--- config.mk ---
export PLATFORM = sky130hd
export DESIGN_NAME = vpaa_regs
export DESIGN_NICKNAME = d
export VERILOG_FILES = /design/src/rtl/vpaa_pkg.sv /design/src/rtl/vpaa_strap_if.sv /design/src/rtl/vpaa_regs.sv /design/src/rtl/vpaa_strap_capture.sv
export SDC_FILE = /design/constraint.sdc
export NUM_CORES = 1
export LEC_CHECK = 0
export BUFFER_PORTS_ARGS = -buffer_cell sky130_fd_sc_hd__buf_2
export CORE_AREA = 2 2 65 98
export DETAILED_ROUTE_END_ITERATION = 12
export DIE_AREA = 0 0 67 100
export PLACE_DENSITY = 0.79
export REMOVE_ABC_BUFFERS = 1
export SYNTH_ARGS = -nofsm -noshare
export SYNTH_HDL_FRONTEND = slang
export SYNTH_HIERARCHICAL = 1
export SYNTH_SLANG_ARGS = --single-unit
--- constraint.sdc ---
create_clock -name clk_in -period 1.3 [get_ports clk_in]
set_input_delay 0.13 -clock clk_in [delete_from_list [all_inputs] [get_ports clk_in]]
set_output_delay 0.13 -clock clk_in [all_outputs]
set_load 0.01 [all_outputs]
--- src/rtl/vpaa_pkg.sv ---
package vpaa_pkg;
  // host map byte offsets, one 32-bit word each
  localparam logic [11:0] VPAA_OFF_ADV     = 12'h1D0;
  localparam logic [11:0] VPAA_OFF_LP      = 12'h1D4;
  // management register indices, 16-bit view
  localparam logic [4:0]  VPAA_IDX_ADV     = 5'h04;
  localparam logic [4:0]  VPAA_IDX_LP      = 5'h05;
  // field positions in the advertisement and partner registers
  localparam int          VPAA_BIT_NP      = 15;
  localparam int          VPAA_BIT_RF      = 13;
  localparam int          VPAA_BIT_ASYM    = 11;
  localparam int          VPAA_BIT_PAUSE   = 10;
  localparam int          VPAA_BIT_T4      = 9;
  localparam int          VPAA_BIT_ACK     = 14;
  // writable bits: 11, 10, 8..5, 4..0
  localparam logic [15:0] VPAA_ADV_WMASK   = 16'h0DFF;
  // value after reset, pause bit settled later by the strap
  localparam logic [15:0] VPAA_ADV_RST     = 16'h01E1;
  // emulated partner: acknowledge set, next page clear
  localparam logic [15:0] VPAA_LP_FIXED    = 16'h4000;
  localparam logic [15:0] VPAA_LP_MIRROR   = 16'h3FFF;
  // cycles the strap synchroniser fills before capture
  localparam logic [1:0]  VPAA_STRAP_SETTLE = 2'h3;
endpackage

--- src/rtl/vpaa_strap_if.sv ---
`timescale 1ns/1ps
// captured strap level handed to the register bank
interface vpaa_strap_if;
  logic strap_level;   // captured pause default strap
  logic strap_valid;   // high once captured, stays high
  modport src (output strap_level, output strap_valid);
  modport dst (input strap_level, input strap_valid);
endinterface

--- src/rtl/vpaa_regs.sv ---
`timescale 1ns/1ps
// Function
// (RQ1) loader rewrites advertisement after reset and reload
// (RQ2) upper half reserved zero, 16-bit management view
// (RQ3) next page bit reads zero, read-only
// (RQ4) remote fault zero; bits 14, 12 reserved
// (RQ5) bit 11 asymmetric pause, writable, resets zero
// (RQ6) bit 10 pause defaults to inverted strap
// (RQ7) strap captured at reset release
// (RQ8) 100BASE-T4 bit reads zero, read-only
// (RQ9) bits 8, 7 100BASE-X abilities, reset one
// (RQ10) bits 6, 5 10BASE-T abilities, reset one
// (RQ11) selector writable, resets to 802.3 code
// (RQ12) partner register read-only, emulated internally
// (RQ13) partner next page zero, acknowledge one
// (RQ14) writes to read-only bits are ignored
module vpaa_regs
  import vpaa_pkg::*;
(
  // clock and reset
  input  wire logic        clk_in,
  input  wire logic        sys_rst_in,
  // configuration strap pin
  input  wire logic        pause_default_strap_in,
  // host register map, 32-bit words
  input  wire logic [11:0] host_addr_in,
  input  wire logic        host_wr_in,
  input  wire logic        host_rd_in,
  input  wire logic [31:0] host_wdata_in,
  output logic      [31:0] host_rdata_out,
  output logic             host_rvalid_out,
  // management access, 16-bit registers
  input  wire logic [4:0]  mii_reg_in,
  input  wire logic        mii_wr_in,
  input  wire logic        mii_rd_in,
  input  wire logic [15:0] mii_wdata_in,
  output logic      [15:0] mii_rdata_out,
  output logic             mii_rvalid_out,
  // configuration loader
  input  wire logic        reload_in,
  input  wire logic        load_wr_in,
  input  wire logic [15:0] load_data_in,
  output logic             load_req_out
);
  vpaa_strap_if strap ();   // captured strap
  logic [15:0] adv_r;       // advertisement register
  logic [15:0] adv_nxt;
  logic [15:0] lp_val;      // emulated partner word
  logic        pend_r;      // loader rewrite pending
  logic        pend_nxt;
  logic        seen_r;      // strap capture already applied
  logic        seen_nxt;
  logic [31:0] hrd_r;       // host read data
  logic [31:0] hrd_nxt;
  logic        hrv_r;       // host read valid
  logic [15:0] mrd_r;       // management read data
  logic [15:0] mrd_nxt;
  logic        mrv_r;       // management read valid
  logic        host_adv_wr; // host write hits advertisement
  logic        mii_adv_wr;  // management write hits advertisement

  // strap synchroniser and capture
  vpaa_strap_capture u_strap (
    .clk_in       (clk_in),
    .sys_rst_in   (sys_rst_in),
    .strap_pin_in (pause_default_strap_in),
    .strap        (strap.src)
  );

  // merge a write into writable bits only
  function automatic logic [15:0] merge_wr(input logic [15:0] cur,
                                           input logic [15:0] wd);
    merge_wr = (cur & ~VPAA_ADV_WMASK) | (wd & VPAA_ADV_WMASK); // RQ14
  endfunction

  // partner word tracks own abilities, fixed top bits
  always_comb begin
    lp_val = (adv_r & VPAA_LP_MIRROR) | VPAA_LP_FIXED; // RQ12 RQ13
  end

  assign host_adv_wr = host_wr_in && (host_addr_in == VPAA_OFF_ADV);
  assign mii_adv_wr  = mii_wr_in && (mii_reg_in == VPAA_IDX_ADV);

  // advertisement next value: strap capture, then loader, then host, then management
  always_comb begin
    adv_nxt  = adv_r;
    seen_nxt = seen_r;
    if (strap.strap_valid && !seen_r) begin
      adv_nxt[VPAA_BIT_PAUSE] = !strap.strap_level; // RQ6 RQ7
      seen_nxt = 1'b1;
    end else if (load_wr_in) begin
      adv_nxt = merge_wr(adv_r, load_data_in);      // RQ1 RQ14
    end else if (host_adv_wr) begin
      adv_nxt = merge_wr(adv_r, host_wdata_in[15:0]); // RQ5 RQ9 RQ10
    end else if (mii_adv_wr) begin
      adv_nxt = merge_wr(adv_r, mii_wdata_in);      // RQ11 RQ2
    end
  end

  // loader request: set after strap capture or reload
  always_comb begin
    pend_nxt = pend_r;
    if (load_wr_in) begin
      pend_nxt = 1'b0;
    end
    if ((strap.strap_valid && !seen_r) || reload_in) begin
      pend_nxt = 1'b1; // RQ1
    end
  end

  // read mux, host words zero-padded above bit 15
  always_comb begin
    hrd_nxt = 32'h0000_0000;   // unmapped reads as zero
    mrd_nxt = 16'h0000;
    if (host_rd_in) begin
      if (host_addr_in == VPAA_OFF_ADV) begin
        hrd_nxt = {16'h0000, adv_r}; // RQ2
      end else if (host_addr_in == VPAA_OFF_LP) begin
        hrd_nxt = {16'h0000, lp_val}; // RQ2 RQ12
      end
    end
    if (mii_rd_in) begin
      if (mii_reg_in == VPAA_IDX_ADV) begin
        mrd_nxt = adv_r; // RQ2
      end else if (mii_reg_in == VPAA_IDX_LP) begin
        mrd_nxt = lp_val;
      end
    end
  end

  // registers
  always_ff @(posedge clk_in or posedge sys_rst_in) begin
    if (sys_rst_in) begin
      adv_r  <= VPAA_ADV_RST; // RQ3 RQ4 RQ5 RQ8 RQ9 RQ10 RQ11
      pend_r <= 1'b0;
      seen_r <= 1'b0;
      hrd_r  <= 32'h0000_0000;
      hrv_r  <= 1'b0;
      mrd_r  <= 16'h0000;
      mrv_r  <= 1'b0;
    end else begin
      adv_r  <= adv_nxt;
      pend_r <= pend_nxt;
      seen_r <= seen_nxt;
      hrd_r  <= hrd_nxt;
      hrv_r  <= host_rd_in;
      mrd_r  <= mrd_nxt;
      mrv_r  <= mii_rd_in;
    end
  end

  assign host_rdata_out  = hrd_r;
  assign host_rvalid_out = hrv_r;
  assign mii_rdata_out   = mrd_r;
  assign mii_rvalid_out  = mrv_r;
  assign load_req_out    = pend_r;

  // loader write lands in every writable field
  property p_rq1_load;
    @(posedge clk_in) disable iff (sys_rst_in)
      (load_wr_in && seen_r) |=>
        (adv_r == (($past(load_data_in) & VPAA_ADV_WMASK)
                   | ($past(adv_r) & ~VPAA_ADV_WMASK)));
  endproperty
  a_rq1_load: assert property (p_rq1_load) // RQ1
    else $error("loader write not applied");

  // reload raises the loader request next cycle
  property p_rq1_req;
    @(posedge clk_in) disable iff (sys_rst_in)
      reload_in |=> load_req_out;
  endproperty
  a_rq1_req: assert property (p_rq1_req) // RQ1
    else $error("reload did not request loader");

  // host words carry zero in the upper half
  property p_rq2_pad;
    @(posedge clk_in) disable iff (sys_rst_in)
      host_rvalid_out |-> (host_rdata_out[31:16] == 16'h0000);
  endproperty
  a_rq2_pad: assert property (p_rq2_pad) // RQ2
    else $error("reserved upper half not zero");

  // next page and T4 read zero on management reads
  property p_rq3_np;
    @(posedge clk_in) disable iff (sys_rst_in)
      (mii_rvalid_out && ($past(mii_reg_in) == VPAA_IDX_ADV)) |->
        !mii_rdata_out[VPAA_BIT_NP] && !mii_rdata_out[VPAA_BIT_T4];
  endproperty
  a_rq3_np: assert property (p_rq3_np) // RQ3
    else $error("next page or T4 reads one");

  // fixed bits survive a host write of all ones
  property p_rq4_ro;
    @(posedge clk_in) disable iff (sys_rst_in)
      (host_adv_wr && !load_wr_in) |=>
        (adv_r[15:12] == 4'h0) && !adv_r[VPAA_BIT_T4];
  endproperty
  a_rq4_ro: assert property (p_rq4_ro) // RQ4
    else $error("read-only bit changed by write");

  // writable speed bits follow a host write
  property p_rq9_wr;
    @(posedge clk_in) disable iff (sys_rst_in)
      (host_adv_wr && !load_wr_in && seen_r) |=>
        (adv_r[8:0] == ($past(host_wdata_in[8:0]) & 9'h1FF
                        & VPAA_ADV_WMASK[8:0]));
  endproperty
  a_rq9_wr: assert property (p_rq9_wr) // RQ9
    else $error("ability bits not written");

  // pause default is the inverted captured strap
  property p_rq6_pause;
    @(posedge clk_in) disable iff (sys_rst_in)
      (strap.strap_valid && !seen_r) |=>
        (adv_r[VPAA_BIT_PAUSE] == !$past(strap.strap_level));
  endproperty
  a_rq6_pause: assert property (p_rq6_pause) // RQ6
    else $error("pause default wrong for strap");

  // partner read: ack one, next page zero, rest mirrored
  property p_rq13_lp;
    @(posedge clk_in) disable iff (sys_rst_in)
      (host_rvalid_out && ($past(host_addr_in) == VPAA_OFF_LP)) |->
        (host_rdata_out[15:14] == 2'b01)
        && (host_rdata_out[13:0] == $past(adv_r[13:0]));
  endproperty
  a_rq13_lp: assert property (p_rq13_lp) // RQ13
    else $error("partner word wrong");

  c_reload: cover property (@(posedge clk_in) disable iff (sys_rst_in)
    reload_in ##[1:20] load_wr_in);
  c_host_wr: cover property (@(posedge clk_in) disable iff (sys_rst_in)
    host_adv_wr ##1 host_rd_in);
  c_strap_hi: cover property (@(posedge clk_in) disable iff (sys_rst_in)
    strap.strap_valid && strap.strap_level);
  c_lp_read: cover property (@(posedge clk_in) disable iff (sys_rst_in)
    mii_rd_in && (mii_reg_in == VPAA_IDX_LP));
endmodule // vpaa_regs

--- src/rtl/vpaa_strap_capture.sv ---
`timescale 1ns/1ps
// samples the strap pin once after reset release
module vpaa_strap_capture
  import vpaa_pkg::*;
(
  // clock and reset
  input  wire logic   clk_in,
  input  wire logic   sys_rst_in,
  // strap pin
  input  wire logic   strap_pin_in,
  // captured value
  vpaa_strap_if.src   strap
);
  logic [2:0] sync_r;     // three-stage synchroniser
  logic [2:0] sync_nxt;
  logic [1:0] settle_r;   // cycles since reset release
  logic [1:0] settle_nxt;
  logic       level_r;    // captured strap level
  logic       level_nxt;
  logic       valid_r;    // capture done
  logic       valid_nxt;

  // next state: capture once the last two stages agree
  always_comb begin
    sync_nxt   = {sync_r[1:0], strap_pin_in};
    settle_nxt = settle_r;
    level_nxt  = level_r;
    valid_nxt  = valid_r;
    if (settle_r != VPAA_STRAP_SETTLE) begin
      settle_nxt = settle_r + 2'h1;
    end else if (!valid_r && (sync_r[1] == sync_r[2])) begin
      level_nxt = sync_r[2]; // RQ7
      valid_nxt = 1'b1;      // RQ7
    end
  end

  // registers, constants only under reset
  always_ff @(posedge clk_in or posedge sys_rst_in) begin
    if (sys_rst_in) begin
      sync_r   <= 3'h0;
      settle_r <= 2'h0;
      level_r  <= 1'b0;
      valid_r  <= 1'b0;
    end else begin
      sync_r   <= sync_nxt;
      settle_r <= settle_nxt;
      level_r  <= level_nxt;
      valid_r  <= valid_nxt;
    end
  end

  assign strap.strap_level = level_r;
  assign strap.strap_valid = valid_r;

  // captured value comes from agreeing late stages
  property p_rq7_capture;
    @(posedge clk_in) disable iff (sys_rst_in)
      $rose(valid_r) |-> (level_r == $past(sync_r[2]))
                         && ($past(sync_r[1]) == $past(sync_r[2]));
  endproperty
  a_rq7_capture: assert property (p_rq7_capture) // RQ7
    else $error("strap captured without agreement");

  // capture never changes once taken
  property p_rq7_hold;
    @(posedge clk_in) disable iff (sys_rst_in)
      valid_r |=> valid_r && $stable(level_r);
  endproperty
  a_rq7_hold: assert property (p_rq7_hold) // RQ7
    else $error("strap capture changed after release");
endmodule // vpaa_strap_capture

==> results of run 1 <==
-- cell families after synthesis --
logic type	count (synthesis)
AND/OR/NAND/NOR	60
adder cells (fa/ha/maj)	1
multiplexers	12
XOR/XNOR	2
buffers and inverters	39
AO/OA/AOI/OAI	29
flip-flops	46
other	1
-- state kept, by name, summed over array words and instances (netlist names) --
name,cells
host_rdata_out,12
mii_rdata_out,12
adv_r,11
u_strap/sync_r,3
u_strap/settle_r,2
host_rvalid_out,1
load_req_out,1
mii_rvalid_out,1
seen_r,1
u_strap/strap.strap_level,1
u_strap/strap.strap_valid,1
-- routing by layer --
metal  vias to the layer above  part of all wire (%)
met5                         -                     0
met4                         0                   2.8
met3                        11                   7.7
met2                        70                    53
met1                       738                    37
li1                        792                     -
-- report_power, final --
part / switching, mW / internal [mW]
Combinational: 0.170 / 0.152
Sequential: 0.0327 / 1.50
Clock: 0.457 / 0.573
Total: 0.660 / 2.22
-- cell type report --
| class | instances | area share [%] |
|---|---|---|
| multi-input cells | 128 | 30.1 |
| clock buffers | 6 | 2.64 |
| well taps | 74 | 3.37 |
| clock inverters | 2 | 1.36 |
| inverters | 5 | 0.682 |
| repair buffers | 98 | 19.7 |
| flip-flops and latches | 46 | 42.1 |
-- synthesized netlist by cell type (2+ instances only) --
| master | instances | share of area (%) |
|---|---|---|
| o21a_1 | 10 | 3.5 |
| nand2_1 | 2 | 0.35 |
| and3_1 | 12 | 3.5 |
| dfrtp_1 | 41 | 48 |
| clkbuf_1 | 7 | 1.2 |
| and4_1 | 2 | 0.81 |
| inv_1 | 5 | 0.87 |
| a32o_1 | 10 | 4.7 |
| and2_1 | 12 | 3.5 |
| mux2i_1 | 10 | 4.7 |
| o21ai_0 | 2 | 0.47 |
| buf_4 | 25 | 8.7 |
| xnor2_1 | 2 | 0.81 |
| mux2_2 | 2 | 1.0 |
| nor2_1 | 22 | 3.8 |
| dfstp_2 | 5 | 6.1 |
-- worst max-delay path: stages --
cell,delay (ns)
buf_2,0.09
nor4b_2,0.14
buf_4,0.13
a31o_2,0.26
or2_1,0.35
a32o_1,0.30
-- timing repair --
item,CTS,global route
gates resized for setup,0,1
hold buffers,3,0
endpoints found under the hold margin,43,0
endpoints found under the setup margin,0,10
buffers inserted,0,0
-- worst max-delay path by stage --
stage	start	end	slack (ns)	depth (start not counted)
2_1_floorplan	mii_reg_in[1]	adv_r[11]$_DFFE_PP0P_	-0.47	4
3_3_place_gp	mii_reg_in[2]	adv_r[11]$_DFFE_PP0P_	-0.23	6
3_5_place_dp	host_addr_in[9]	adv_r[7]$_DFFE_PP1P_	-0.26	6
4_1_cts	host_addr_in[9]	adv_r[7]$_DFFE_PP1P_	0.06	6
5_1_grt	host_addr_in[1]	adv_r[2]$_DFFE_PP0P_	0.0008	6
6_report	mii_reg_in[2]	adv_r[11]$_DFFE_PP0P_	0.07	6
-- metrics by stage --
stage | hold slack, ns | cell area (sq um)
floorplan | -0.0666 | 2000
finish | 0.0217 | 2750
global route | 0.0448 | 2750
global placement | 0.0687 | 2610
detailed placement | 0.0817 | 2610
CTS | 0.0133 | 2750
==> results.sh, run 1 <==
export IMPL_status="finished clean"
export IMPL_area_growth_pct=27.9
export IMPL_cts_buffer_depth=2
export IMPL_drv_slew=0
export IMPL_antenna_found_initial=0
export IMPL_initial_utilization_pct=36.1
export IMPL_grt_usage_pct=13.9
export IMPL_clock_latency_ns=0.29
export IMPL_dp_slack_ns=-0.256
export IMPL_whs_path_depth=3
export IMPL_fin_nets=375
export IMPL_synth_compound_area_share_pct=11.2
export IMPL_p_leak_nw=1.45
export IMPL_yosysUniqueCellTypes=37
export IMPL_postRouteAntennaNets=0
export IMPL_rows=35
export IMPL_antenna_cells=0
export IMPL_cts_tree="yes"
export IMPL_grt_pass1_wl_um=7040
export IMPL_grt_max_degree=40
export IMPL_grtUsageMet2_pct=24.4
export IMPL_grt_util_met3_pct=3.92
export IMPL_dieArea_sq_mm=0.00670
export IMPL_grt_overflow_total=0
export IMPL_muxShareOfSynthArea_pct=5.70
export IMPL_cts_buffers=5
export IMPL_fin_crit_sh_pct=94.6
export IMPL_drive_gt1_share_pct=40.4
export IMPL_critical_path_class="in2reg"
export IMPL_multi_input_area_sq_um=828
export IMPL_ys_warn_count=6
export IMPL_drt_initial_drc_count=52
export IMPL_worst_slack_ns=0.0701
export IMPL_synth_top_family_by_area="simple AND/OR/NAND/NOR gates"
export IMPL_hp_start="reload_in"
export IMPL_syn_area_sq_mm=0.00215
export IMPL_fin_crit_ns=1.23
export IMPL_end_kind="flop"
export IMPL_critical_path_reg2reg_endpoint="adv_r[1]$_DFFE_PP0P_"
export IMPL_cp_start_kind="primary input"
export IMPL_stdcell_count=359
export IMPL_placed_cells_incl_taps=348
export IMPL_synth_enable_flop_cells=0
export IMPL_h_tree_depth=2
export IMPL_final_common_cell="buf_2"
export IMPL_rsz0062_at_grt="no"
export IMPL_whs_endpoint="load_req_out$_DFFE_PP0P_"
export IMPL_ys_seq_elements=46
export IMPL_grt_use_met1_pct=15.0
export IMPL_cp_required_ns=1.48
export IMPL_worst_r2r_setup_slack_ns=0.10
export IMPL_synth_main_ff_cell="dfrtp_1"
export IMPL_powerDensity_mw_per_mm2=1050
export IMPL_avgSynthCellArea_sq_um=11.3
export IMPL_worstRegToRegCells=4
export IMPL_place_gp_congestion=0.840
export IMPL_max_freq_ghz=0.813
export IMPL_io_buffers=85
export IMPL_io_pins=141
export IMPL_wirelength_um=4490
export IMPL_clock_skew_ns=0.00678
export IMPL_drt_pass1_iter_count=4
export IMPL_finalPower_mw=2.88
export IMPL_maxCapViolCount=0
export IMPL_grt_busiest_layer="met2"
export IMPL_fp_dieH_um=100
export IMPL_min_path_type="in2reg"
export IMPL_synthXorXnorAreaFrac_pct=0.814
export IMPL_synthArstFlopShare_pct=100
export IMPL_setup_viol=0
export IMPL_vias=1611
export IMPL_viasPerCell=4.49
export IMPL_numClockSinks=46
export IMPL_synth_fa_ha_area_share_pct=0.582
export IMPL_syn_inst=190
export IMPL_hold_viol_final=0
export IMPL_ctsRootBufferMaster="clkbuf_8"
export IMPL_cp_max_fo=10
export IMPL_r2r_start="u_strap/strap.strap_valid$_DFFE_PP0P_"
export IMPL_seq_area_sq_mm=0.00116
export IMPL_tns_ns=0
export IMPL_dp_hpwl_um=3610
export IMPL_die_w_um=67
export IMPL_clk_pin_slew_ns=0.08
export IMPL_drc=0
export IMPL_ys_seq_area_share_pct=53.8
export IMPL_nFillCells=590
export IMPL_synthSimpleGateAreaFrac_pct=15.6
export IMPL_grt_pass1_vias=1578
export IMPL_peakVddDrop_mv=0.535
export IMPL_final_util_pct=46.2
export IMPL_final_cell_mix="buf_2 (85), dfrtp_1 (41), conb_1 (24)"
export IMPL_coreArea_sq_mm=0.00596
export IMPL_routedWlPerCell_um=12.5
export IMPL_critPathArrivalTime_ns=1.41
No activity file was read; power rests on OpenSTA's default activity.
==> run 2: changes to the inputs <==
Settings changed: GPL_TIMING_DRIVEN set to 0.
==> run 2 against run 1 <==
  * Final cell count decreased by 1.7%
  * Power is 8.0% lower
  * Sequential power is essentially flat
  * Register-to-register slack about the same
  * Flip-flop and latch count is the same
  * Clock skew down 0.0015 ns
  * Utilization shrank 0.92 points
  * Clock power shrank 22%
  * Combinational power is 1% lower
  * Hold slack gained 0.0043 ns
  * Count of clock-buffer cells in the layout down 1
  * Fmax grew 2.4%
==> results.sh, run 2 (synthesis results as in run 1) <==
export IMPL_numClockSinks=46
export IMPL_crit_family="simple AND/OR/NAND/NOR gates"
export IMPL_worstRegToRegCells=3
export IMPL_drt_pass1_iter_count=4
export IMPL_cts_buffers=5
export IMPL_dieArea_sq_mm=0.00670
export IMPL_finalPower_mw=2.65
export IMPL_wl_met3_um=303
export IMPL_cp_required_ns=1.53
export IMPL_relSlewSlack_pct=46.4
export IMPL_antenna_cells=0
export IMPL_grt_pass1_wl_um=7130
export IMPL_crit_buf_inv=2
export IMPL_cp_start_kind="primary input"
export IMPL_final_util_pct=45.3
export IMPL_tns_ns=0
export IMPL_rsz0062_at_grt="no"
export IMPL_worst_slack_ns=0.0984
export IMPL_seq_area_sq_mm=0.00116
export IMPL_r2r_start="u_strap/strap.strap_valid$_DFFE_PP0P_"
export IMPL_post_dp_cell_area_sq_mm=0.00252
export IMPL_dp_slack_ns=-0.772
export IMPL_drive_gt1_share_pct=40.9
export IMPL_nFillCells=594
export IMPL_die_w_um=67
export IMPL_top_layer="met4"
export IMPL_drv_slew=0
export IMPL_fp_dieH_um=100
export IMPL_ctsRootBufferMaster="clkbuf_8"
export IMPL_fin_nets=370
export IMPL_critPathArrivalTime_ns=1.43
export IMPL_wl_met1_um=1780
export IMPL_vias=1601
export IMPL_coreArea_sq_mm=0.00596
export IMPL_cpMaxStageDelayCell="and4_4"
export IMPL_cp_max_fo=6
export IMPL_place_gp_congestion=0.734
export IMPL_multi_input_area_sq_um=855
export IMPL_tightest_slew_ns=0.803
export IMPL_peakVddDrop_mv=0.504
export IMPL_h_tree_depth=2
export IMPL_dp_hpwl_um=3430
export IMPL_postRouteAntennaNets=0
export IMPL_worst_r2r_setup_slack_ns=0.1
export IMPL_crit_start="host_addr_in[9]"
export IMPL_critical_path_class="in2reg"
export IMPL_rows=35
export IMPL_viasPerCell=4.54
export IMPL_cp_depth=6
export IMPL_grt_overflow_total=0
export IMPL_max_stage_delay_ns=0.32
export IMPL_placed_cells_incl_taps=338
export IMPL_clock_skew_ns=0.00526
export IMPL_clock_latency_ns=0.29
export IMPL_p_leak_nw=1.43
export IMPL_end_kind="flop"
export IMPL_area_growth_pct=25.3
export IMPL_antenna_found_initial=0
export IMPL_max_freq_ghz=0.832
export IMPL_drt_initial_drc_count=70
export IMPL_powerDensity_mw_per_mm2=983
export IMPL_drc=0
export IMPL_hold_worst_slack_ns=0.0260
export IMPL_io_buffers=85
export IMPL_setup_viol=0
export IMPL_grt_max_degree=40
export IMPL_cts_buffer_depth=2
export IMPL_critical_path_reg2reg_endpoint="adv_r[1]$_DFFE_PP0P_"
export IMPL_dr_wl_met2_um=2470
export IMPL_clk_pin_slew_ns=0.08
export IMPL_grt_pass1_vias=1511
export IMPL_initial_utilization_pct=36.1
export IMPL_final_cell_mix="buf_2 (85), dfrtp_1 (41), conb_1 (24)"
export IMPL_hold_viol_final=0
export IMPL_routedWlPerCell_um=13.1
export IMPL_fin_crit_sh_pct=92.4
export IMPL_maxCapViolCount=0
export IMPL_final_area_sq_mm=0.00270
export IMPL_final_common_cell="buf_2"
export IMPL_grt_usage_pct=14.3
export IMPL_stdcell_count=353
export IMPL_critical_path_endpoint="adv_r[3]$_DFFE_PP0P_"
export IMPL_wirelength_um=4610
export IMPL_path_cells="buf_2 > nor4b_2 > and4_4 > buf_4 > mux2i_1 > a32o_1"
export IMPL_min_path_type="in2reg"
export IMPL_io_pins=141
export IMPL_fin_crit_ns=1.20
export IMPL_cts_tree="yes"
export IMPL_status="finished clean"
run 2: cell types whose count changed in the layout (fill, tap and decap cells not counted), sizes merged:
cell,before,now
bufinv,1,0
clkbuf,6,5
clkinvlp,1,0
clkinv,0,2
buf,95,90
run 2: how the worst min path moves through the flow:
stage                     cells after the start                         endpoint  slack, ns       start
after floorplan                               1  u_strap/settle_r[0]$_DFFE_PP0P_      -0.07  sys_rst_in
after global routing                          3         load_req_out$_DFFE_PP0P_       0.03   reload_in
after global placement                        2      u_strap/sync_r[0]$_DFF_PP0_       0.07  sys_rst_in
final                                         3         load_req_out$_DFFE_PP0P_       0.03   reload_in
after detailed placement                      2      u_strap/sync_r[0]$_DFF_PP0_       0.08  sys_rst_in
after CTS                                     3         load_req_out$_DFFE_PP0P_       0.02   reload_in
run 2: timing repair:
item                                    4_1_cts  5_1_grt
pin swaps                                     2        0
hold buffers                                  3        0
resized for setup                             6        1
setup buffers                                 5        0
hold endpoints to repair                      9        0
endpoints found under the setup margin       11        2
run 2: power by group:
part	switching, mW	leakage (nW)	internal [mW]
clock	0.441	0.0438	0.361
combinational	0.172	0.813	0.146
sequential	0.0343	0.572	1.50
total	0.647	1.43	2.00
run 2: layout make-up:
type	count	share of cell area, %
clock inverters	2	0.371
well taps	74	3.44
multi-input cells	128	31.7
flip-flops and latches	46	42.9
inverters	5	0.696
repair buffers	93	18.3
clock buffers	5	2.55
run 2: routing by layer:
layer	GRT usage, %	vias up
li1	-	781
met1	16.3	754
met2	25.6	60
met3	3.25	6
met4	4.71	0
met5	0	-
run 2: worst reg2reg max path, cell delays in order (launching register included):
cell	delay (ns)
dfrtp_1	0.45
nand2b_4	0.20
o21ai_2	0.20
a32o_1	0.25
==> run 3: changes to the inputs <==
Settings changed: BUFFER_PORTS_ARGS -buffer_cell sky130_fd_sc_hd__buf_2 to -buffer_cell sky130_fd_sc_hd__buf_4, CAP_MARGIN set to 20.
==> run 3 against run 2 <==
  * Clock power increased by 33%
  * Clock skew is 0.0016 ns higher
  * Hold slack worse by 0.0091 ns
  * Count of clock-buffer cells in the layout is the same
  * Combinational power rose by 23%
  * Worst setup slack lost 0.073 ns
  * Highest routed layer unchanged
  * Global-route usage up 0.059 points
  * Flip-flop and latch count did not move
  * Via count grew 2.8%
  * Final cell count grew 1.1%
==> results.sh, run 3 (synthesis results as in run 1) <==
export IMPL_p_leak_nw=1.52
export IMPL_end_kind="flop"
export IMPL_crit_start="host_addr_in[1]"
export IMPL_vias=1646
export IMPL_critical_path_reg2reg_endpoint="adv_r[1]$_DFFE_PP0P_"
export IMPL_wirelength_um=4950
export IMPL_clock_skew_ns=0.00681
export IMPL_final_cell_mix="buf_4 (91), dfrtp_1 (41), conb_1 (24)"
export IMPL_tightest_slew_ns=0.706
export IMPL_ctsRootBufferMaster="clkbuf_8"
export IMPL_final_common_cell="buf_4"
export IMPL_h_tree_depth=2
export IMPL_fin_crit_sh_pct=98.0
export IMPL_nFillCells=563
export IMPL_numClockSinks=46
export IMPL_fin_crit_ns=1.27
export IMPL_final_util_pct=50.4
export IMPL_min_path_type="in2reg"
export IMPL_drv_slew=0
export IMPL_whs_path_depth=1
export IMPL_r2r_start="u_strap/strap.strap_valid$_DFFE_PP0P_"
export IMPL_drt_pass1_iter_count=4
export IMPL_fp_dieH_um=100
export IMPL_powerDensity_mw_per_mm2=995
export IMPL_clock_latency_ns=0.30
export IMPL_cp_max_fo=5
export IMPL_io_pins=141
export IMPL_cts_tree="yes"
export IMPL_rows=35
export IMPL_grt_overflow_total=0
export IMPL_critPathArrivalTime_ns=1.51
export IMPL_status="finished clean"
export IMPL_drive_gt1_share_pct=41.3
export IMPL_hold_viol_final=0
export IMPL_cp_start_kind="primary input"
export IMPL_grt_pass1_wl_um=7180
export IMPL_finalPower_mw=2.99
export IMPL_die_w_um=67
export IMPL_routedWlPerCell_um=13.9
export IMPL_grt_pass1_vias=1498
export IMPL_grt_max_degree=26
export IMPL_coreArea_sq_mm=0.00596
export IMPL_area_growth_pct=39.7
export IMPL_postRouteAntennaNets=0
export IMPL_fin_nets=373
export IMPL_cp_required_ns=1.54
export IMPL_drt_initial_drc_count=60
export IMPL_critical_path_class="in2reg"
export IMPL_io_buffers=85
export IMPL_dieArea_sq_mm=0.00670
export IMPL_viasPerCell=4.61
export IMPL_antenna_found_initial=0
export IMPL_dp_hpwl_um=3600
export IMPL_maxCapViolCount=0
export IMPL_drc=0
export IMPL_grt_usage_pct=14.3
export IMPL_setup_viol=0
export IMPL_max_freq_ghz=0.785
export IMPL_tns_ns=0
export IMPL_place_gp_congestion=0.731
export IMPL_clk_pin_slew_ns=0.09
export IMPL_worstRegToRegCells=3
export IMPL_worst_r2r_setup_slack_ns=0.09
export IMPL_critical_path_endpoint="adv_r[3]$_DFFE_PP0P_"
export IMPL_cts_buffer_depth=2
export IMPL_initial_utilization_pct=36.1
export IMPL_antenna_cells=0
export IMPL_cts_buffers=5
export IMPL_relSlewSlack_pct=52.9
export IMPL_peakVddDrop_mv=0.688
run 3: layout make-up:
cell class	instances	area (sq um)	share of cell area, %
flip-flops and latches	46	1160	38.5
multi-input cells	129	882	29.4
repair buffers	95	741	24.7
well taps	74	92.6	3.08
clock buffers	5	68.8	2.29
clock inverters	3	43.8	1.46
inverters	5	18.8	0.625
run 3: worst max-delay path: stages:
cell and delay [ns]:
buf_4 0.12, nor4_4 0.34, and4_4 0.34, buf_4 0.17
mux2i_1 0.23, a32o_1 0.18
run 3: how the worst min path moves through the flow:
stage / startpoint / to / slack, ns
3_3_place_gp: sys_rst_in / u_strap/settle_r[1]$_DFFE_PP0P_ / 0.08
3_5_place_dp: sys_rst_in / u_strap/sync_r[0]$_DFF_PP0_ / 0.09
6_report: mii_rd_in / mii_rvalid_out$_DFF_PP0_ / 0.02
2_1_floorplan: sys_rst_in / u_strap/settle_r[0]$_DFFE_PP0P_ / -0.07
5_1_grt: mii_rd_in / mii_rvalid_out$_DFF_PP0_ / 0.02
4_1_cts: reload_in / load_req_out$_DFFE_PP0P_ / 0.02
run 3: what timing repair did:
item,4_1_cts,5_1_grt
buffers inserted,1,5
gates cloned,0,1
endpoints found under the setup margin,11,10
hold buffers,3,0
hold endpoints to repair,18,0
pin swaps,1,2
resized for setup,6,3
run 3: metrics by stage:
stage,setup WS [ns],std cells,hold slack (ns),instance area (sq um)
4_1_cts,0.0129,351,0.0158,2930
3_3_place_gp,-1.19,338,0.0778,2730
5_1_grt,-0.0254,357,0.0151,3000
3_5_place_dp,-0.791,339,0.0891,2760
6_report,0.0258,357,0.0170,3000
2_1_floorplan,-0.471,179,-0.0666,2000
run 3: per-layer routing:
layer	track usage, %	part of all wire (%)
met1	15.5	36
met4	5.02	1.7
met2	26.7	56
met3	2.80	5.9
met5	0	0
run 3: where the power goes:
group	internal, mW	leakage (nW)	switching, mW	total (mW)
logic	0.211	0.893	0.180	0.391
registers	1.50	0.572	0.0357	1.53
clock network	0.576	0.0585	0.490	1.07
total	2.28	1.52	0.706	2.99
